**src/design/arc_pkg.sv**
```systemverilog
// Package with the register map, field layout and timing of the reference/sequencer/autocycle bank
package arc_pkg;
  // Register offsets on the configuration port
  localparam logic [11:0] REF_SETUP_ADDR = 12'h021;
  localparam logic [11:0] SEQUENCE_ADDR = 12'h022;
  localparam logic [11:0] AUTO_CTRL_ADDR = 12'h023;
  // Reset values
  localparam logic [7:0] REF_SETUP_RST = 8'h12;
  localparam logic [7:0] SEQUENCE_RST = 8'h80;
  localparam logic [7:0] AUTO_CTRL_RST = 8'h00;
  // Writable bits; everything else reads zero
  localparam logic [7:0] REF_SETUP_MASK = 8'h9E;
  localparam logic [7:0] SEQUENCE_MASK = 8'hFF;
  localparam logic [7:0] AUTO_CTRL_MASK = 8'h0F;
  // Field positions
  localparam int CLAMP_SEL_BIT = 7;
  localparam int RANGE_LSB = 2;
  localparam int RANGE_W = 3;
  localparam int HIZ_BIT = 1;
  localparam int STD_SEQ_BIT = 7;
  localparam int SLOT_W = 7;
  localparam int PCODE_LSB = 1;
  localparam int PCODE_W = 3;
  localparam int AUTO_EN_BIT = 0;
  // Autocycle periods in microseconds, indexed by period code
  localparam int unsigned CLK_PERIOD_PS = 10000;
  localparam int unsigned AC_PERIOD_US [8] = '{10, 20, 40, 80, 100, 200, 400, 800};
  // Cycles per period at the system clock rate
  function automatic int unsigned us_to_cyc(input int unsigned us);
    return (us * 1000000) / CLK_PERIOD_PS;
  endfunction
endpackage

```
**src/design/arc_regs.sv**
```systemverilog
// Reference, sequencer and autocycle control registers with the autocycle convert-start timer
`timescale 1ns/10ps
module arc_regs #(
  parameter int unsigned AC_PERIOD_CYC [8] = '{
    arc_pkg::us_to_cyc(arc_pkg::AC_PERIOD_US[0]), arc_pkg::us_to_cyc(arc_pkg::AC_PERIOD_US[1]),
    arc_pkg::us_to_cyc(arc_pkg::AC_PERIOD_US[2]), arc_pkg::us_to_cyc(arc_pkg::AC_PERIOD_US[3]),
    arc_pkg::us_to_cyc(arc_pkg::AC_PERIOD_US[4]), arc_pkg::us_to_cyc(arc_pkg::AC_PERIOD_US[5]),
    arc_pkg::us_to_cyc(arc_pkg::AC_PERIOD_US[6]), arc_pkg::us_to_cyc(arc_pkg::AC_PERIOD_US[7])},
  parameter int CNT_W = 17
) (
  input wire logic sys_clk_in,
  input wire logic resetn_in,
  input wire logic config_mode_in,
  input wire logic wr_en_in,
  input wire logic rd_en_in,
  input wire logic [11:0] addr_in,
  input wire logic [7:0] wr_data_in,
  output logic [7:0] rd_data_out,
  output logic rd_valid_out,
  output logic clamp_current_reduce_select_out,
  output logic [2:0] reference_range_out,
  output logic reference_high_z_enable_out,
  output logic standard_sequencer_enable_out,
  output logic [6:0] advanced_slot_count_out,
  output logic [7:0] advanced_slot_total_out,
  output logic advanced_sequencer_active_out,
  output logic [2:0] autocycle_period_code_out,
  output logic autocycle_enable_out,
  output logic convert_start_out
);

  // Refuse periods the counter cannot hold
  generate
    for (genvar g = 0; g < 8; g++) begin : g_chk
      if (AC_PERIOD_CYC[g] < 1 || AC_PERIOD_CYC[g] > (2 ** CNT_W)) begin : g_bad
        $error("autocycle period does not fit the counter");
      end
    end
  endgenerate

  logic [7:0] ref_r, ref_nxt, seq_r, seq_nxt, ac_r, ac_nxt;
  logic [7:0] rd_data_r, rd_data_nxt;
  logic rd_valid_r, rd_valid_nxt;
  logic adv_r, adv_nxt;
  logic [7:0] total_r, total_nxt;
  logic [CNT_W-1:0] cnt_r, cnt_nxt;
  logic start_r, start_nxt;
  logic wr_ok, ac_wr;
  logic [CNT_W-1:0] last_cnt;

  assign wr_ok = wr_en_in && config_mode_in;
  assign ac_wr = wr_ok && (addr_in == arc_pkg::AUTO_CTRL_ADDR);

  // Register writes, reserved bits masked off, and read mux
  always_comb begin
    ref_nxt = ref_r;
    seq_nxt = seq_r;
    ac_nxt = ac_r;
    if (wr_ok) begin
      unique case (addr_in)
        arc_pkg::REF_SETUP_ADDR: begin
          ref_nxt = wr_data_in & arc_pkg::REF_SETUP_MASK;
        end
        arc_pkg::SEQUENCE_ADDR: seq_nxt = wr_data_in & arc_pkg::SEQUENCE_MASK;
        arc_pkg::AUTO_CTRL_ADDR: ac_nxt = wr_data_in & arc_pkg::AUTO_CTRL_MASK;
        default: ;
      endcase
    end
    rd_valid_nxt = rd_en_in;
    rd_data_nxt = 8'h00; // Unmapped offsets read zero
    if (rd_en_in) begin
      unique case (addr_in)
        arc_pkg::REF_SETUP_ADDR: rd_data_nxt = ref_r;
        arc_pkg::SEQUENCE_ADDR: rd_data_nxt = seq_r;
        arc_pkg::AUTO_CTRL_ADDR: rd_data_nxt = ac_r;
        default: rd_data_nxt = 8'h00;
      endcase
    end
    // Advanced sequencer state derived from the new sequencer value
    adv_nxt = !seq_nxt[arc_pkg::STD_SEQ_BIT] && (seq_nxt[arc_pkg::SLOT_W-1:0] != 7'h00);
    total_nxt = {1'b0, seq_nxt[arc_pkg::SLOT_W-1:0]} + 8'h01;
  end

  // Register storage
  always_ff @(posedge sys_clk_in or negedge resetn_in) begin
    if (!resetn_in) begin
      ref_r <= arc_pkg::REF_SETUP_RST;
      seq_r <= arc_pkg::SEQUENCE_RST;
      ac_r <= arc_pkg::AUTO_CTRL_RST;
      rd_data_r <= 8'h00;
      rd_valid_r <= 1'b0;
      adv_r <= 1'b0;
      total_r <= 8'h01;
    end else begin
      ref_r <= ref_nxt;
      seq_r <= seq_nxt;
      ac_r <= ac_nxt;
      rd_data_r <= rd_data_nxt;
      rd_valid_r <= rd_valid_nxt;
      adv_r <= adv_nxt;
      total_r <= total_nxt;
    end
  end

  // Autocycle timer; any write to its register restarts the period
  always_comb begin
    last_cnt = CNT_W'(AC_PERIOD_CYC[ac_nxt[arc_pkg::PCODE_LSB +: arc_pkg::PCODE_W]] - 1);
    start_nxt = 1'b0;
    if (!ac_nxt[arc_pkg::AUTO_EN_BIT] || ac_wr) begin
      cnt_nxt = '0;
    end else if (cnt_r >= last_cnt) begin
      cnt_nxt = '0;
      start_nxt = 1'b1;
    end else begin
      cnt_nxt = cnt_r + CNT_W'(1);
    end
  end

  // Timer storage
  always_ff @(posedge sys_clk_in or negedge resetn_in) begin
    if (!resetn_in) begin
      cnt_r <= '0;
      start_r <= 1'b0;
    end else begin
      cnt_r <= cnt_nxt;
      start_r <= start_nxt;
    end
  end

  // Field outputs straight from the registers
  assign clamp_current_reduce_select_out = ref_r[arc_pkg::CLAMP_SEL_BIT];
  assign reference_range_out = ref_r[arc_pkg::RANGE_LSB +: arc_pkg::RANGE_W];
  assign reference_high_z_enable_out = ref_r[arc_pkg::HIZ_BIT];
  assign standard_sequencer_enable_out = seq_r[arc_pkg::STD_SEQ_BIT];
  assign advanced_slot_count_out = seq_r[arc_pkg::SLOT_W-1:0];
  assign advanced_slot_total_out = total_r;
  assign advanced_sequencer_active_out = adv_r;
  assign autocycle_period_code_out = ac_r[arc_pkg::PCODE_LSB +: arc_pkg::PCODE_W];
  assign autocycle_enable_out = ac_r[arc_pkg::AUTO_EN_BIT];
  assign convert_start_out = start_r;
  assign rd_data_out = rd_data_r;
  assign rd_valid_out = rd_valid_r;

  // Helper: cycles since last start, valid only across an undisturbed period
  logic [CNT_W:0] gap_r;
  logic gap_ok_r;
  always_ff @(posedge sys_clk_in or negedge resetn_in) begin
    if (!resetn_in) begin
      gap_r <= '0;
      gap_ok_r <= 1'b0;
    end else begin
      gap_r <= start_r ? (CNT_W+1)'(1) : gap_r + (CNT_W+1)'(1);
      gap_ok_r <= ac_wr ? 1'b0 : (start_r ? 1'b1 : gap_ok_r);
    end
  end
endmodule

```
**config.mk**
```make
export PLATFORM = sky130hd
export DESIGN_NAME = arc_regs
export DESIGN_NICKNAME = d
export VERILOG_FILES = /design/src/design/arc_pkg.sv /design/src/design/arc_regs.sv
export SDC_FILE = /design/constraint.sdc
export NUM_CORES = 1
export LEC_CHECK = 0
export ABC_AREA = 0
export ABC_CLOCK_PERIOD_IN_PS = 4100
export BUFFER_PORTS_ARGS = -buffer_cell sky130_fd_sc_hd__buf_2
export CAP_MARGIN = 20
export CORE_MARGIN = 4
export CORE_UTILIZATION = 50
export CTS_CLUSTER_DIAMETER = 80
export CTS_CLUSTER_SIZE = 20
export DETAILED_ROUTE_END_ITERATION = 6
export HOLD_SLACK_MARGIN = 0.03
export PLACE_DENSITY_LB_ADDON = 0.25
export SLEW_MARGIN = 10
export SYNTH_ARGS = -nofsm -noshare
export SYNTH_HDL_FRONTEND = slang
export SYNTH_SLANG_ARGS = --single-unit
```
**constraint.sdc**
```tcl
create_clock -name sys_clk_in -period 4.1 [get_ports sys_clk_in]
set_clock_uncertainty 0.05 [all_clocks]
set_input_delay 0.82 -clock sys_clk_in [delete_from_list [all_inputs] [get_ports sys_clk_in]]
set_output_delay 0.82 -clock sys_clk_in [all_outputs]
set_load 0.01 [all_outputs]
```
# [After elaboration in Yosys (flattened, before gate mapping)]
# Memory sizes are Yosys's and may differ from the RTL's.
# Cells that the tools add are included.
[totals] wordCells=39 latch_bits=0 ramBits=0 out_inout_bits=36 register_bits=53 rom_bits=256 memories=1
[op_classes] n_addsub=3 shifts=0 order_cmp=2 n_mul=0 bitwise_logic=1 mux=12 reduce_logical=8 div_mod_pow=0 eq_ne=3
[mem_list] memory="(no name shown)" depth=8 word_bits=32 rd=1 rd_clocked_by_memory_dff=0 write_ports=0 line="arc_regs.sv:107" text="last_cnt = CNT_W'(AC_PERIOD_CYC[ac_nxt[arc_pkg::PCODE_LSB +: arc_pkg::PCODE_W]] - 1);"
[op_table] op="17-bit 2-to-1 mux" count=4
[op_table] op="12-bit by 6-bit equality test with 1-bit output (second input constant)" count=3
[op_table] op="8-bit 2-to-1 mux" count=3
[op_table] op="8-bit case mux with 3 select lines" count=1
[op_table] op="17-bit by 1-bit adder with 17-bit output (second input constant)" count=1
[op_table] op="17-bit >= comparator" count=1
[op_table] op="17-bit by 1-bit subtractor with 17-bit output (second input constant)" count=1
[op_table] op="7-bit by 1-bit adder with 8-bit output (second input constant)" count=1
[op_table] op="4-bit 2-to-1 mux" count=2
[op_table] op="7-bit nonzero test" count=1
[op_table] op="4-bit >= comparator (second input constant)" count=1
[op_table] op="3-bit NOT with 4-bit output" count=1
[op_table] op="1-bit logical AND" count=3
[op_table] op="1-bit logical NOT" count=2
[op_table] op="1-bit 2-to-1 mux" count=2
[op_table] op="2-bit AND reduction" count=1
[op_table] op="1-bit logical OR" count=1

# [Logic depth before layout (Yosys ltp)]
# Gate-level depths: netlist of the first run.
[depth] depth_word=11 ltp_mapped=20 ltp_nobuf=17

# [Worst setup path before layout of the first run]
# OpenSTA, ideal clock, no wires.
[synth_timing] kind="input to register" start="in addr_in[0]" end="reg cnt_r[10]" path_buffers=2 t_arrival_ns=4.488 path_stages=18 slack_ns=-0.574 cell_sequence="buf_2 > and4_1 > nand4_4 > mux2_4 > inv_1 > ha_1 > nand4_1 > mux2i_1 > a21oi_1 > nor4b_2 > mux2_1 > ha_1 > nand4_1 > nor2_1 > o221ai_1 > o21ai_1 > clkbuf_1 > nor3_1"
[synth_between] elab_chain_len=11
[synth_rtl] element="start: declaration" line="arc_regs.sv:16" text="input wire logic [11:0] addr_in,"
[synth_rtl] element="12-bit by 6-bit equality test with 1-bit output" line="arc_regs.sv:60" text="unique case (addr_in)"
[synth_rtl] element="4-bit 2-to-1 mux" line="arc_regs.sv:60"
[synth_rtl] element="4-bit 2-to-1 mux" line="arc_regs.sv:59" text="if (wr_ok) begin"
[synth_rtl] element="named net ac_nxt[2]" line="arc_regs.sv:41" text="logic [7:0] ref_r, ref_nxt, seq_r, seq_nxt, ac_r, ac_nxt;"
[synth_rtl] element="3-bit NOT with 4-bit output (not written as such)" line="arc_regs.sv:107"
[synth_rtl] element="memory read 8 x 32 bit"
[synth_rtl] element="17-bit 2-to-1 mux (not written as such) (2 in a row)" line="arc_regs.sv:107"
[synth_rtl] element="17-bit by 1-bit subtractor with 17-bit output" line="arc_regs.sv:107"
[synth_rtl] element="17-bit >= comparator" line="arc_regs.sv:111" text="end else if (cnt_r >= last_cnt) begin"
[synth_rtl] element="17-bit 2-to-1 mux" line="arc_regs.sv:111"
[synth_rtl] element="17-bit 2-to-1 mux" line="arc_regs.sv:109" text="if (!ac_nxt[arc_pkg::AUTO_EN_BIT] || ac_wr) begin"
[synth_rtl] element="named net cnt_nxt[10]" line="arc_regs.sv:46" text="logic [CNT_W-1:0] cnt_r, cnt_nxt;"
[synth_rtl] element="end signal: assignment" line="arc_regs.sv:125" text="cnt_r <= cnt_nxt;"
[synth_rtl] element="end: declaration" line="arc_regs.sv:46"
# The timed path passes the listed nets, and every way through them passes these cells. The select of a mux whose other input is x is not followed.
# A chain may end at the register's enable or synchronous reset.

# [Worst setup path after layout of the first run]
[layout_timing] start="in addr_in[6]" end="reg start_r (netlist: convert_start_out)"
[layout_between] elab_chain_len=11
[layout_rtl] element="12-bit by 6-bit equality test with 1-bit output" line="arc_regs.sv:60"
[layout_rtl] element="4-bit 2-to-1 mux" line="arc_regs.sv:60"
[layout_rtl] element="4-bit 2-to-1 mux" line="arc_regs.sv:59"
[layout_rtl] element="named net ac_nxt[2]" line="arc_regs.sv:41"
[layout_rtl] element="3-bit NOT with 4-bit output (not written as such)" line="arc_regs.sv:107"
[layout_rtl] element="memory read 8 x 32 bit"
[layout_rtl] element="17-bit 2-to-1 mux (not written as such) (2 in a row)" line="arc_regs.sv:107"
[layout_rtl] element="17-bit by 1-bit subtractor with 17-bit output" line="arc_regs.sv:107"
[layout_rtl] element="17-bit >= comparator" line="arc_regs.sv:111"
[layout_rtl] element="1-bit 2-to-1 mux" line="arc_regs.sv:111"
[layout_rtl] element="1-bit 2-to-1 mux" line="arc_regs.sv:109"
[layout_rtl] element="named net start_nxt" line="arc_regs.sv:47" text="logic start_r, start_nxt;"
[layout_rtl] element="end signal: assignment" line="arc_regs.sv:126" text="start_r <= start_nxt;"
[layout_rtl] element="end: declaration" line="arc_regs.sv:47"
# The timed path passes the listed nets, and every way through them passes these cells. The select of a mux whose other input is x is not followed.

==> results of run 1 <==
==> per-layer routing <==
metal / vias to the layer above / share of wire [%] / wire length (um)
met4: 0 / 1.0 / 92
met5: - / 0 / 0
met1: 1451 / 45 / 4090
met3: 7 / 3.8 / 342
li1: 1417 / - / -
met2: 72 / 50 / 4480
==> cells by family after synthesis <==
logic type,share of synthesized area (%)
adder cells (fa/ha/maj),9.51
XOR/XNOR,7.19
AND/OR/NAND/NOR,22.3
flip-flops,40.5
multiplexers,8.30
buffers and inverters,2.93
AO/OA/AOI/OAI,9.25
==> cells in the final DEF, fill, tap and decap left out, drive strengths merged, types with 2 or more instances in the layout <==
| cell type | count |
|---|---|
| buf | 118 |
| dfrtp | 49 |
| nand2 | 39 |
| nor2 | 28 |
| ha | 25 |
| nor3 | 21 |
| xor2 | 14 |
| xnor2 | 13 |
| mux2i | 13 |
| nand3 | 12 |
| mux2 | 12 |
| a21oi | 12 |
| inv | 10 |
| and3 | 8 |
| nand4 | 7 |
| clkbuf | 7 |
| nor2b | 6 |
| a21o | 5 |
| a22oi | 5 |
| o21ai | 5 |
| and2 | 4 |
| dfstp | 4 |
| a211oi | 4 |
| o21a | 3 |
| nor4b | 2 |
| a31oi | 2 |
| nand2b | 2 |
| or3 | 2 |
| o22ai | 2 |
| nor3b | 2 |
| nor4 | 2 |
| and4 | 2 |
| o221ai | 2 |
==> area by class of cell <==
cell class / instances / area, um^2 / area share, %
multi-input cells: 263 / 2140 / 47.0
flip-flops and latches: 53 / 1330 / 29.2
repair buffers: 120 / 831 / 18.2
well taps: 77 / 96.3 / 2.11
clock buffers: 5 / 68.8 / 1.51
clock inverters: 3 / 50.0 / 1.10
inverters: 9 / 36.3 / 0.796
==> metrics by stage <==
stage / setup WS (ns) / cell area [um^2] / utilization, %
finish: -0.189 / 4560 / 71.8
global route: -0.422 / 4560 / 71.8
CTS: -0.0668 / 4270 / 67.3
detailed placement: -0.639 / 4030 / 63.4
global placement: -0.535 / 4030 / 63.4
floorplan: -0.229 / 3360 / -
==> report_power, final <==
part | switching, mW | total, mW | internal [mW]
registers | 0.000743 | 0.525 | 0.524
logic | 0.0327 | 0.0580 | 0.0252
clock network | 0.202 | 0.390 | 0.188
==> worst paths after layout <==
| kind | end | slack (ns) | from | cells after the start |
|---|---|---|---|---|
| worst max register to register | convert_start_out | 0.59 | ac_r[1] | 16 |
| worst max-delay path | convert_start_out | -0.19 | addr_in[6] | 20 |
| min in group sys_clk_in | seq_r[7] | 0.45 | seq_r[7] | 2 |
| worst min register to register | seq_r[7] | 0.45 | seq_r[7] | 2 |
| worst min-delay path | rd_valid_out | 0.40 | resetn_in | 1 |
| max in group asynchronous | advanced_slot_total_out[0] | 2.78 | resetn_in | 2 |
==> sequential cells by signal, indices dropped and copies added, names as in the netlist <==
| name | count |
|---|---|
| ac_r | 4 |
| advanced_sequencer_active_out | 1 |
| advanced_slot_total_out | 8 |
| cnt_r | 17 |
| convert_start_out | 1 |
| rd_data_out | 8 |
| rd_valid_out | 1 |
| ref_r | 5 |
| seq_r | 8 |
==> repair_timing <==
item,4_1_cts,5_1_grt
setup endpoints to repair,18,18
gates resized for setup,14,38
buffers inserted,5,4
pin swaps,6,29
cloned,0,3
==> flow_metrics.tcl, run 1 <==
set metrics [dict create \
    cts_buffers 5 \
    yosysMostFrequentCell "dfrtp_1" \
    period_share_pct 105 \
    fin_cells 530 \
    cts_buffer_depth 2 \
    async_flop_share_pct 100 \
    tns_ns -2.45 \
    grt.met3_usage_pct 3.96 \
    cts.sinks 53 \
    dr.pass1.iters 4 \
    synth_edf_count 0 \
    netlist_top_cells_area "dfrtp_1 37%, ha_1 9.5%, nand2_1 4.5%" \
    antenna_cells 0 \
    n_fill_cell 455 \
    rsz0062_at_grt "yes" \
    die_height_um 89.1 \
    grt_overflow_total 0 \
    nets 502 \
    fmaxAchievable_mhz 233 \
    crit_path_max_fanout 5 \
    post-route-worst-setup-slack_ns -0.189 \
    violations "setup timing" \
    path_buf_inv 4 \
    grt_pass1_vias 2952 \
    placed_cells 510 \
    cap_viol_max_count 0 \
    drc_errors 0 \
    portBuffers 60 \
    drt-total-wl_um 9000 \
    antenna_found_initial 0 \
    insertion_delay_ns 0.32 \
    slew-limit-headroom_pct 22.2 \
    dieArea_um2 7940 \
    grt_usage_pct 22.8 \
    busiest_layer "met2" \
    grt_use_met2_pct 38.0 \
    synth_seq_cells 53 \
    hold_slack_ns 0.405 \
    drt_first_iter_violations 133 \
    yosys_warnings 0 \
    ir_drop_mv 0.230 \
    cp.arrival_ns 4.42 \
    viasPerCell 5.56 \
    setup-violations-final 18 \
    start_util_pct 51.8 \
    dp_hpwl_um 6320 \
    synth_common_cells "49 x dfrtp_1, 39 x nand2_1, 28 x nor2_1, 25 x ha_1, 21 x nor3_1" \
    crit_required_ns 4.23 \
    fin_crit_ns 4.29 \
    floorplan.die.width_um 89.1 \
    gp_congestion 0.839 \
    clockRootBuffer "clkbuf_8" \
    path_class "input pin to register" \
    path_clk_slew_ns 0.11 \
    fin_total_pwr_mw 0.973 \
    syn-cell-area_um2 3290 \
    cp-start-kind "input pin" \
    syn_to_final_growth_pct 38.6 \
    grt_pass1_wl_um 13900 \
    synth_area_per_cell_um2 9.70 \
    cp_slowest_stage_delay_ns 0.38 \
    cpMaxStageDelayCell "mux2_4" \
    drv_slew 0 \
    syn_inst 339 \
    synth_cell_types 51 \
    synthFlopType "dfrtp_1" \
    yosysSeqAreaShare_pct 40.5 \
    wl_per_cell_um 17.0 \
    detail-route-antenna-nets 0 \
    synth_top_area_share_pct 37.3 \
    hold_buffers 0 \
    synth_area_leader_cell "dfrtp_1" \
    htreeDepth 2 \
    drive_gt1_share_pct 42.2 \
    status "finished, violations left" \
    min_path_type "input pin to async pin" \
    cts_tree "yes" \
    coreArea_um2 6350 \
    worst_slew_pin_slew_ns 1.16 \
    p_per_area_nw_per_um2 213 \
    p_leak_nw 2.26 \
    io_pins 61 \
    num_rows 29 \
    critPathTopFamily "compound AO/OA/AOI/OAI gates" \
    met1_usage_pct 30.8 \
    path_cells "buf_6 -> nor4b_4 -> nand4_4 -> mux2_4 -> inv_4 -> ha_4 -> nand4_1 -> mux2i_1 -> a21oi_2 -> buf_4 -> a211oi_2 -> mux2i_1 -> ha_1 -> a21o_1 -> a21o_1 -> a21oi_1 -> o21a_1 -> o21ai_4 -> buf_12 -> nor2b_4" \
    synth_nets 389 \
    grt_max_degree 31 \
    hold_violations 0 \
    vias 2947 \
    end_kind "register" \
]
No activity file was read; power rests on OpenSTA's default activity.
==> inputs of run 2 (changes only) <==
--- a/config.mk
+++ b/config.mk
@@ -16,6 +16,7 @@
 export DETAILED_ROUTE_END_ITERATION = 6
 export HOLD_SLACK_MARGIN = 0.03
 export PLACE_DENSITY_LB_ADDON = 0.25
+export SKIP_LAST_GASP = 1
 export SLEW_MARGIN = 10
 export SYNTH_ARGS = -nofsm -noshare
 export SYNTH_HDL_FRONTEND = slang
==> flow_metrics.tcl, run 2 (synthesis results as in run 1) <==
set metrics [dict create \
    regMostFlops "cnt_r" \
    dp_hpwl_um 6320 \
    io_pins 61 \
    coreArea_um2 6350 \
    hold_violations 0 \
    crit_required_ns 4.24 \
    grt_usage_pct 22.8 \
    layout_common_cells "59 x buf_4, 56 x buf_2, 49 x dfrtp_1" \
    worst_slew_pin_slew_ns 1.04 \
    cap_viol_max_count 0 \
    slew-limit-headroom_pct 30.6 \
    p_leak_nw 2.27 \
    detail-route-antenna-nets 0 \
    cp_slowest_stage_delay_ns 0.38 \
    fin_crit_ns 4.27 \
    status "finished, violations left" \
    setup-violations-final 18 \
    cts.sinks 53 \
    wl_per_cell_um 16.9 \
    post-route-worst-setup-slack_ns -0.174 \
    violations "setup timing" \
    viasPerCell 5.57 \
    cts_tree "yes" \
    n_fill_cell 452 \
    path_clk_slew_ns 0.11 \
    die_height_um 89.1 \
    drt_first_iter_violations 184 \
    final_common_cell "buf_4" \
    antenna_found_initial 0 \
    drt-total-wl_um 9010 \
    fin_total_pwr_mw 0.973 \
    path_cells "buf_6 -> nor4b_4 -> nand4_4 -> mux2_4 -> inv_4 -> ha_4 -> nand4_1 -> mux2i_1 -> a21oi_2 -> buf_4 -> a211oi_2 -> mux2i_1 -> ha_1 -> a21o_1 -> a21o_1 -> a21oi_1 -> o21a_1 -> o21ai_4 -> buf_12 -> nor2b_4" \
    period_share_pct 104 \
    floorplan.die.width_um 89.1 \
    htreeDepth 2 \
    fmaxAchievable_mhz 234 \
    vias 2970 \
    num_rows 29 \
    insertion_delay_ns 0.32 \
    grt_pass1_vias 2952 \
    tns_ns -2.30 \
    path_class "input pin to register" \
    cts_buffers 5 \
    cts_buffer_depth 2 \
    portBuffers 60 \
    drive_gt1_share_pct 43.0 \
    rsz0062_at_grt "yes" \
    ir_drop_mv 0.234 \
    grt_pass1_wl_um 13900 \
    cp-start-kind "input pin" \
    cpMaxStageDelayCell "mux2_4" \
    grt_max_degree 31 \
    nets 505 \
    syn_to_final_growth_pct 39.9 \
    p_per_area_nw_per_um2 212 \
    min_path_type "input pin to async pin" \
    drc_errors 0 \
    cp.arrival_ns 4.41 \
    hold_buffers 0 \
    grt_overflow_total 0 \
    dieArea_um2 7940 \
    gp_congestion 0.839 \
    start_util_pct 51.8 \
    crit_path_max_fanout 5 \
    end_kind "register" \
    dr.pass1.iters 4 \
    drv_slew 0 \
    clockRootBuffer "clkbuf_8" \
    largest_reg_flops 17 \
    antenna_cells 0 \
]
-- run 2: cell types whose count changed in the layout (fill, tap and decap cells not counted), sizes merged --
| cell | previous run | this run |
|---|---|---|
| buf | 118 | 121 |
-- run 2: per-layer routing --
layer	up-vias	GRT usage, %	part of all wire [%]	wire length, um
met4	0	5.68	2.0	184
met5	-	0	0	0
met2	77	38.0	49	4440
met1	1451	30.7	44	3980
li1	1426	-	-	-
met3	16	3.96	4.5	404
-- run 2: through the flow --
step | util, % | std cells | hold WS (ns) | setup slack, ns | cell area (um^2)
6_report | 72.4 | 533 | 0.406 | -0.174 | 4600
4_1_cts | 67.1 | 523 | 0.416 | -0.0689 | 4260
3_5_place_dp | 63.4 | 510 | 0.436 | -0.639 | 4030
2_1_floorplan | - | 339 | 0.432 | -0.229 | 3360
3_3_place_gp | 63.4 | 510 | 0.427 | -0.535 | 4030
5_1_grt | 72.4 | 533 | 0.434 | -0.338 | 4600
-- run 2: worst max-delay path, delay by kind of cell --
family / cells / cell delay (ns)
buf+inv: 4 / 0.49
mux: 3 / 0.82
fa+ha+maj: 2 / 0.42
simple gates: 4 / 0.75
compound gates: 7 / 1.11
-- run 2: where the power goes --
group          switching, mW  leakage (nW)  internal, mW
combinational         0.0335          1.49        0.0259
sequential          0.000755         0.724         0.524
clock                  0.201        0.0603         0.188
total                  0.236          2.27         0.738
-- run 2: path summary, 6_finish.rpt --
| kind | from | endpoint | slack (ns) | cells after the start |
|---|---|---|---|---|
| worst min register to register | seq_r[7] | seq_r[7] | 0.45 | 2 |
| worst max register to register | ac_r[1] | convert_start_out | 0.62 | 17 |
| min in group sys_clk_in | seq_r[7] | seq_r[7] | 0.45 | 2 |
| worst min-delay path | resetn_in | rd_valid_out | 0.41 | 1 |
| worst max-delay path | addr_in[6] | convert_start_out | -0.17 | 20 |
| max in group asynchronous | resetn_in | advanced_slot_total_out[0] | 2.78 | 2 |
-- run 2: area by class of cell --
type | instances | area [um^2] | area share (%)
clock buffer | 5 | 68.8 | 1.50
sequential | 53 | 1330 | 28.9
inverter | 9 | 36.3 | 0.789
timing repair buffer | 123 | 850 | 18.5
tap | 77 | 96.3 | 2.09
clock inverter | 3 | 50.0 | 1.09
multi-input combinational | 263 | 2170 | 47.1
-- run 2: repair_timing --
item,4_1_cts,5_1_grt
setup buffers,5,7
gates cloned,0,3
resized for setup,13,42
endpoints found under the setup margin,18,18
pin swaps,6,29
==> inputs of run 3 (changes only) <==
--- a/config.mk
+++ b/config.mk
@@ -15,7 +15,7 @@
 export CTS_CLUSTER_SIZE = 20
 export DETAILED_ROUTE_END_ITERATION = 6
 export HOLD_SLACK_MARGIN = 0.03
-export PLACE_DENSITY_LB_ADDON = 0.25
+export PLACE_DENSITY_LB_ADDON = 0.2
 export SKIP_LAST_GASP = 1
 export SLEW_MARGIN = 10
 export SYNTH_ARGS = -nofsm -noshare
==> flow_metrics.tcl, run 3 (synthesis results as in run 1) <==
set metrics [dict create \
    insertion_delay_ns 0.31 \
    cp.arrival_ns 4.33 \
    reg2reg_to "convert_start_out" \
    worst_slew_pin_slew_ns 0.705 \
    crit_required_ns 4.28 \
    cts.sinks 53 \
    dr.pass1.iters 5 \
    antenna_found_initial 0 \
    grt_max_degree 47 \
    die_height_um 89.1 \
    wl_per_cell_um 16.4 \
    hold_violations 0 \
    ir_drop_mv 0.179 \
    wl_met1_um 4060 \
    cts_tree "yes" \
    crit_path_max_fanout 5 \
    antenna_cells 0 \
    end_kind "register" \
    r2r.worst_path.cells 14 \
    layout_common_cells "57 x buf_2, 49 x dfrtp_1, 48 x buf_4" \
    wl_met2_um 3950 \
    hold_slack_ns 0.432 \
    start_util_pct 51.8 \
    period_share_pct 101 \
    hold_buffers 0 \
    p_leak_nw 2.23 \
    coreArea_um2 6350 \
    rsz0062_at_grt "yes" \
    p_clk_share_pct 34.1 \
    swShare_pct 24.0 \
    grt_overflow_total 0 \
    violations "setup timing" \
    drt-total-wl_um 8590 \
    grt_pass1_vias 2879 \
    switchingPower_mw 0.212 \
    setup-violations-final 5 \
    utilization_pct 69.1 \
    floorplan.die.width_um 89.1 \
    p_comb_share_pct 6.6 \
    slew-limit-headroom_pct 52.9 \
    p_int_mw 0.672 \
    fin_total_pwr_mw 0.884 \
    clockRootBuffer "clkbuf_8" \
    seqPwrFrac_pct 59.3 \
    route.met3.wl_um 479 \
    tns_ns -0.0766 \
    vias 2896 \
    largest_reg_flops 17 \
    p_per_area_nw_per_um2 201 \
    dieArea_um2 7940 \
    place_worst_setup_slack_ns -0.618 \
    dp_hpwl_um 6210 \
    grt_usage_pct 22.9 \
    final_common_cell "buf_2" \
    drv_slew 0 \
    io_pins 61 \
    gp_congestion 0.924 \
    nets 495 \
    cts_buffer_depth 2 \
    post-route-worst-setup-slack_ns -0.0479 \
    htreeDepth 2 \
    cap_viol_max_count 0 \
    rr_startpoint "ac_r[1]" \
    drive_gt1_share_pct 38.3 \
    path_class "input pin to register" \
    drt_first_iter_violations 127 \
    fin_crit_ns 4.15 \
    viasPerCell 5.54 \
    num_rows 29 \
    cp-start-kind "input pin" \
    drc_errors 0 \
    fmaxAchievable_mhz 241 \
    cts_buffers 5 \
    detail-route-antenna-nets 0 \
    highest_layer "met4" \
    path_clk_slew_ns 0.10 \
    status "finished, violations left" \
    regMostFlops "cnt_r" \
    critPathLaunch "addr_in[6]" \
    grt_pass1_wl_um 14300 \
    syn_to_final_growth_pct 33.5 \
    portBuffers 60 \
    min_path_type "input pin to async pin" \
    reg2reg_slack_ns 0.72 \
]
run 3: cell types whose count changed in the layout (fill, tap and decap cells not counted), sizes merged:
cell    change
o21ai       +3
clkbuf      -1
buf        -11
bufinv      -1
run 3: critical path, cell delays in order:
cell,delay [ns]
buf_6,0.10
nor4b_4,0.34
nand4_4,0.20
mux2_4,0.38
inv_4,0.08
ha_1,0.24
inv_1,0.12
mux2i_1,0.40
a211oi_4,0.12
mux2i_1,0.15
ha_1,0.31
buf_4,0.11
nand4_1,0.14
nor2_2,0.18
o221ai_4,0.19
o21ai_4,0.30
nor2b_1,0.16
run 3: layout make-up:
type,instances,area [um^2]
Multi-Input combinational cell,266,2110
Timing Repair Buffer,110,727
Fill cell,484,1960
Clock inverter,2,13.8
Clock buffer,6,72.6
Sequential cell,53,1330
Inverter,9,36.3
Tap cell,77,96.3
run 3: routing by layer:
layer | vias up | global-route usage, %
li1 | 1411 | -
met3 | 9 | 3.69
met5 | - | 0
met4 | 0 | 5.14
met1 | 1404 | 32.7
met2 | 72 | 36.8
run 3: worst max-delay path by stage:
stage / end / slack [ns] / cells after the start
finish: convert_start_out / -0.05 / 17
global route: convert_start_out / -0.31 / 17
CTS: cnt_r[13] / 0.002 / 18
detailed placement: cnt_r[12] / -0.62 / 18
global placement: convert_start_out / -0.57 / 18
floorplan: cnt_r[10] / -0.23 / 17
run 3: per-stage QoR:
stage | std cells | cell area (um^2)
2_1_floorplan | 339 | 3360
3_3_place_gp | 499 | 3960
3_5_place_dp | 499 | 3960
4_1_cts | 515 | 4210
5_1_grt | 523 | 4390
6_report | 523 | 4390
run 3: repair_timing:
item | 4_1_cts | 5_1_grt
pin swaps | 7 | 15
buffers inserted | 5 | 7
endpoints found under the setup margin | 18 | 18
cloned | 3 | 0
resized for setup | 19 | 17
run 3: power by group through the flow:
stage                     clock network (mW)  registers (mW)  logic (mW)
after floorplan                            0           0.535      0.0152
after global placement                     0           0.535      0.0514
after detailed placement                   0           0.535      0.0518
after CTS                              0.305           0.525      0.0524
after global routing                   0.332           0.525      0.0646
final                                  0.301           0.525      0.0582
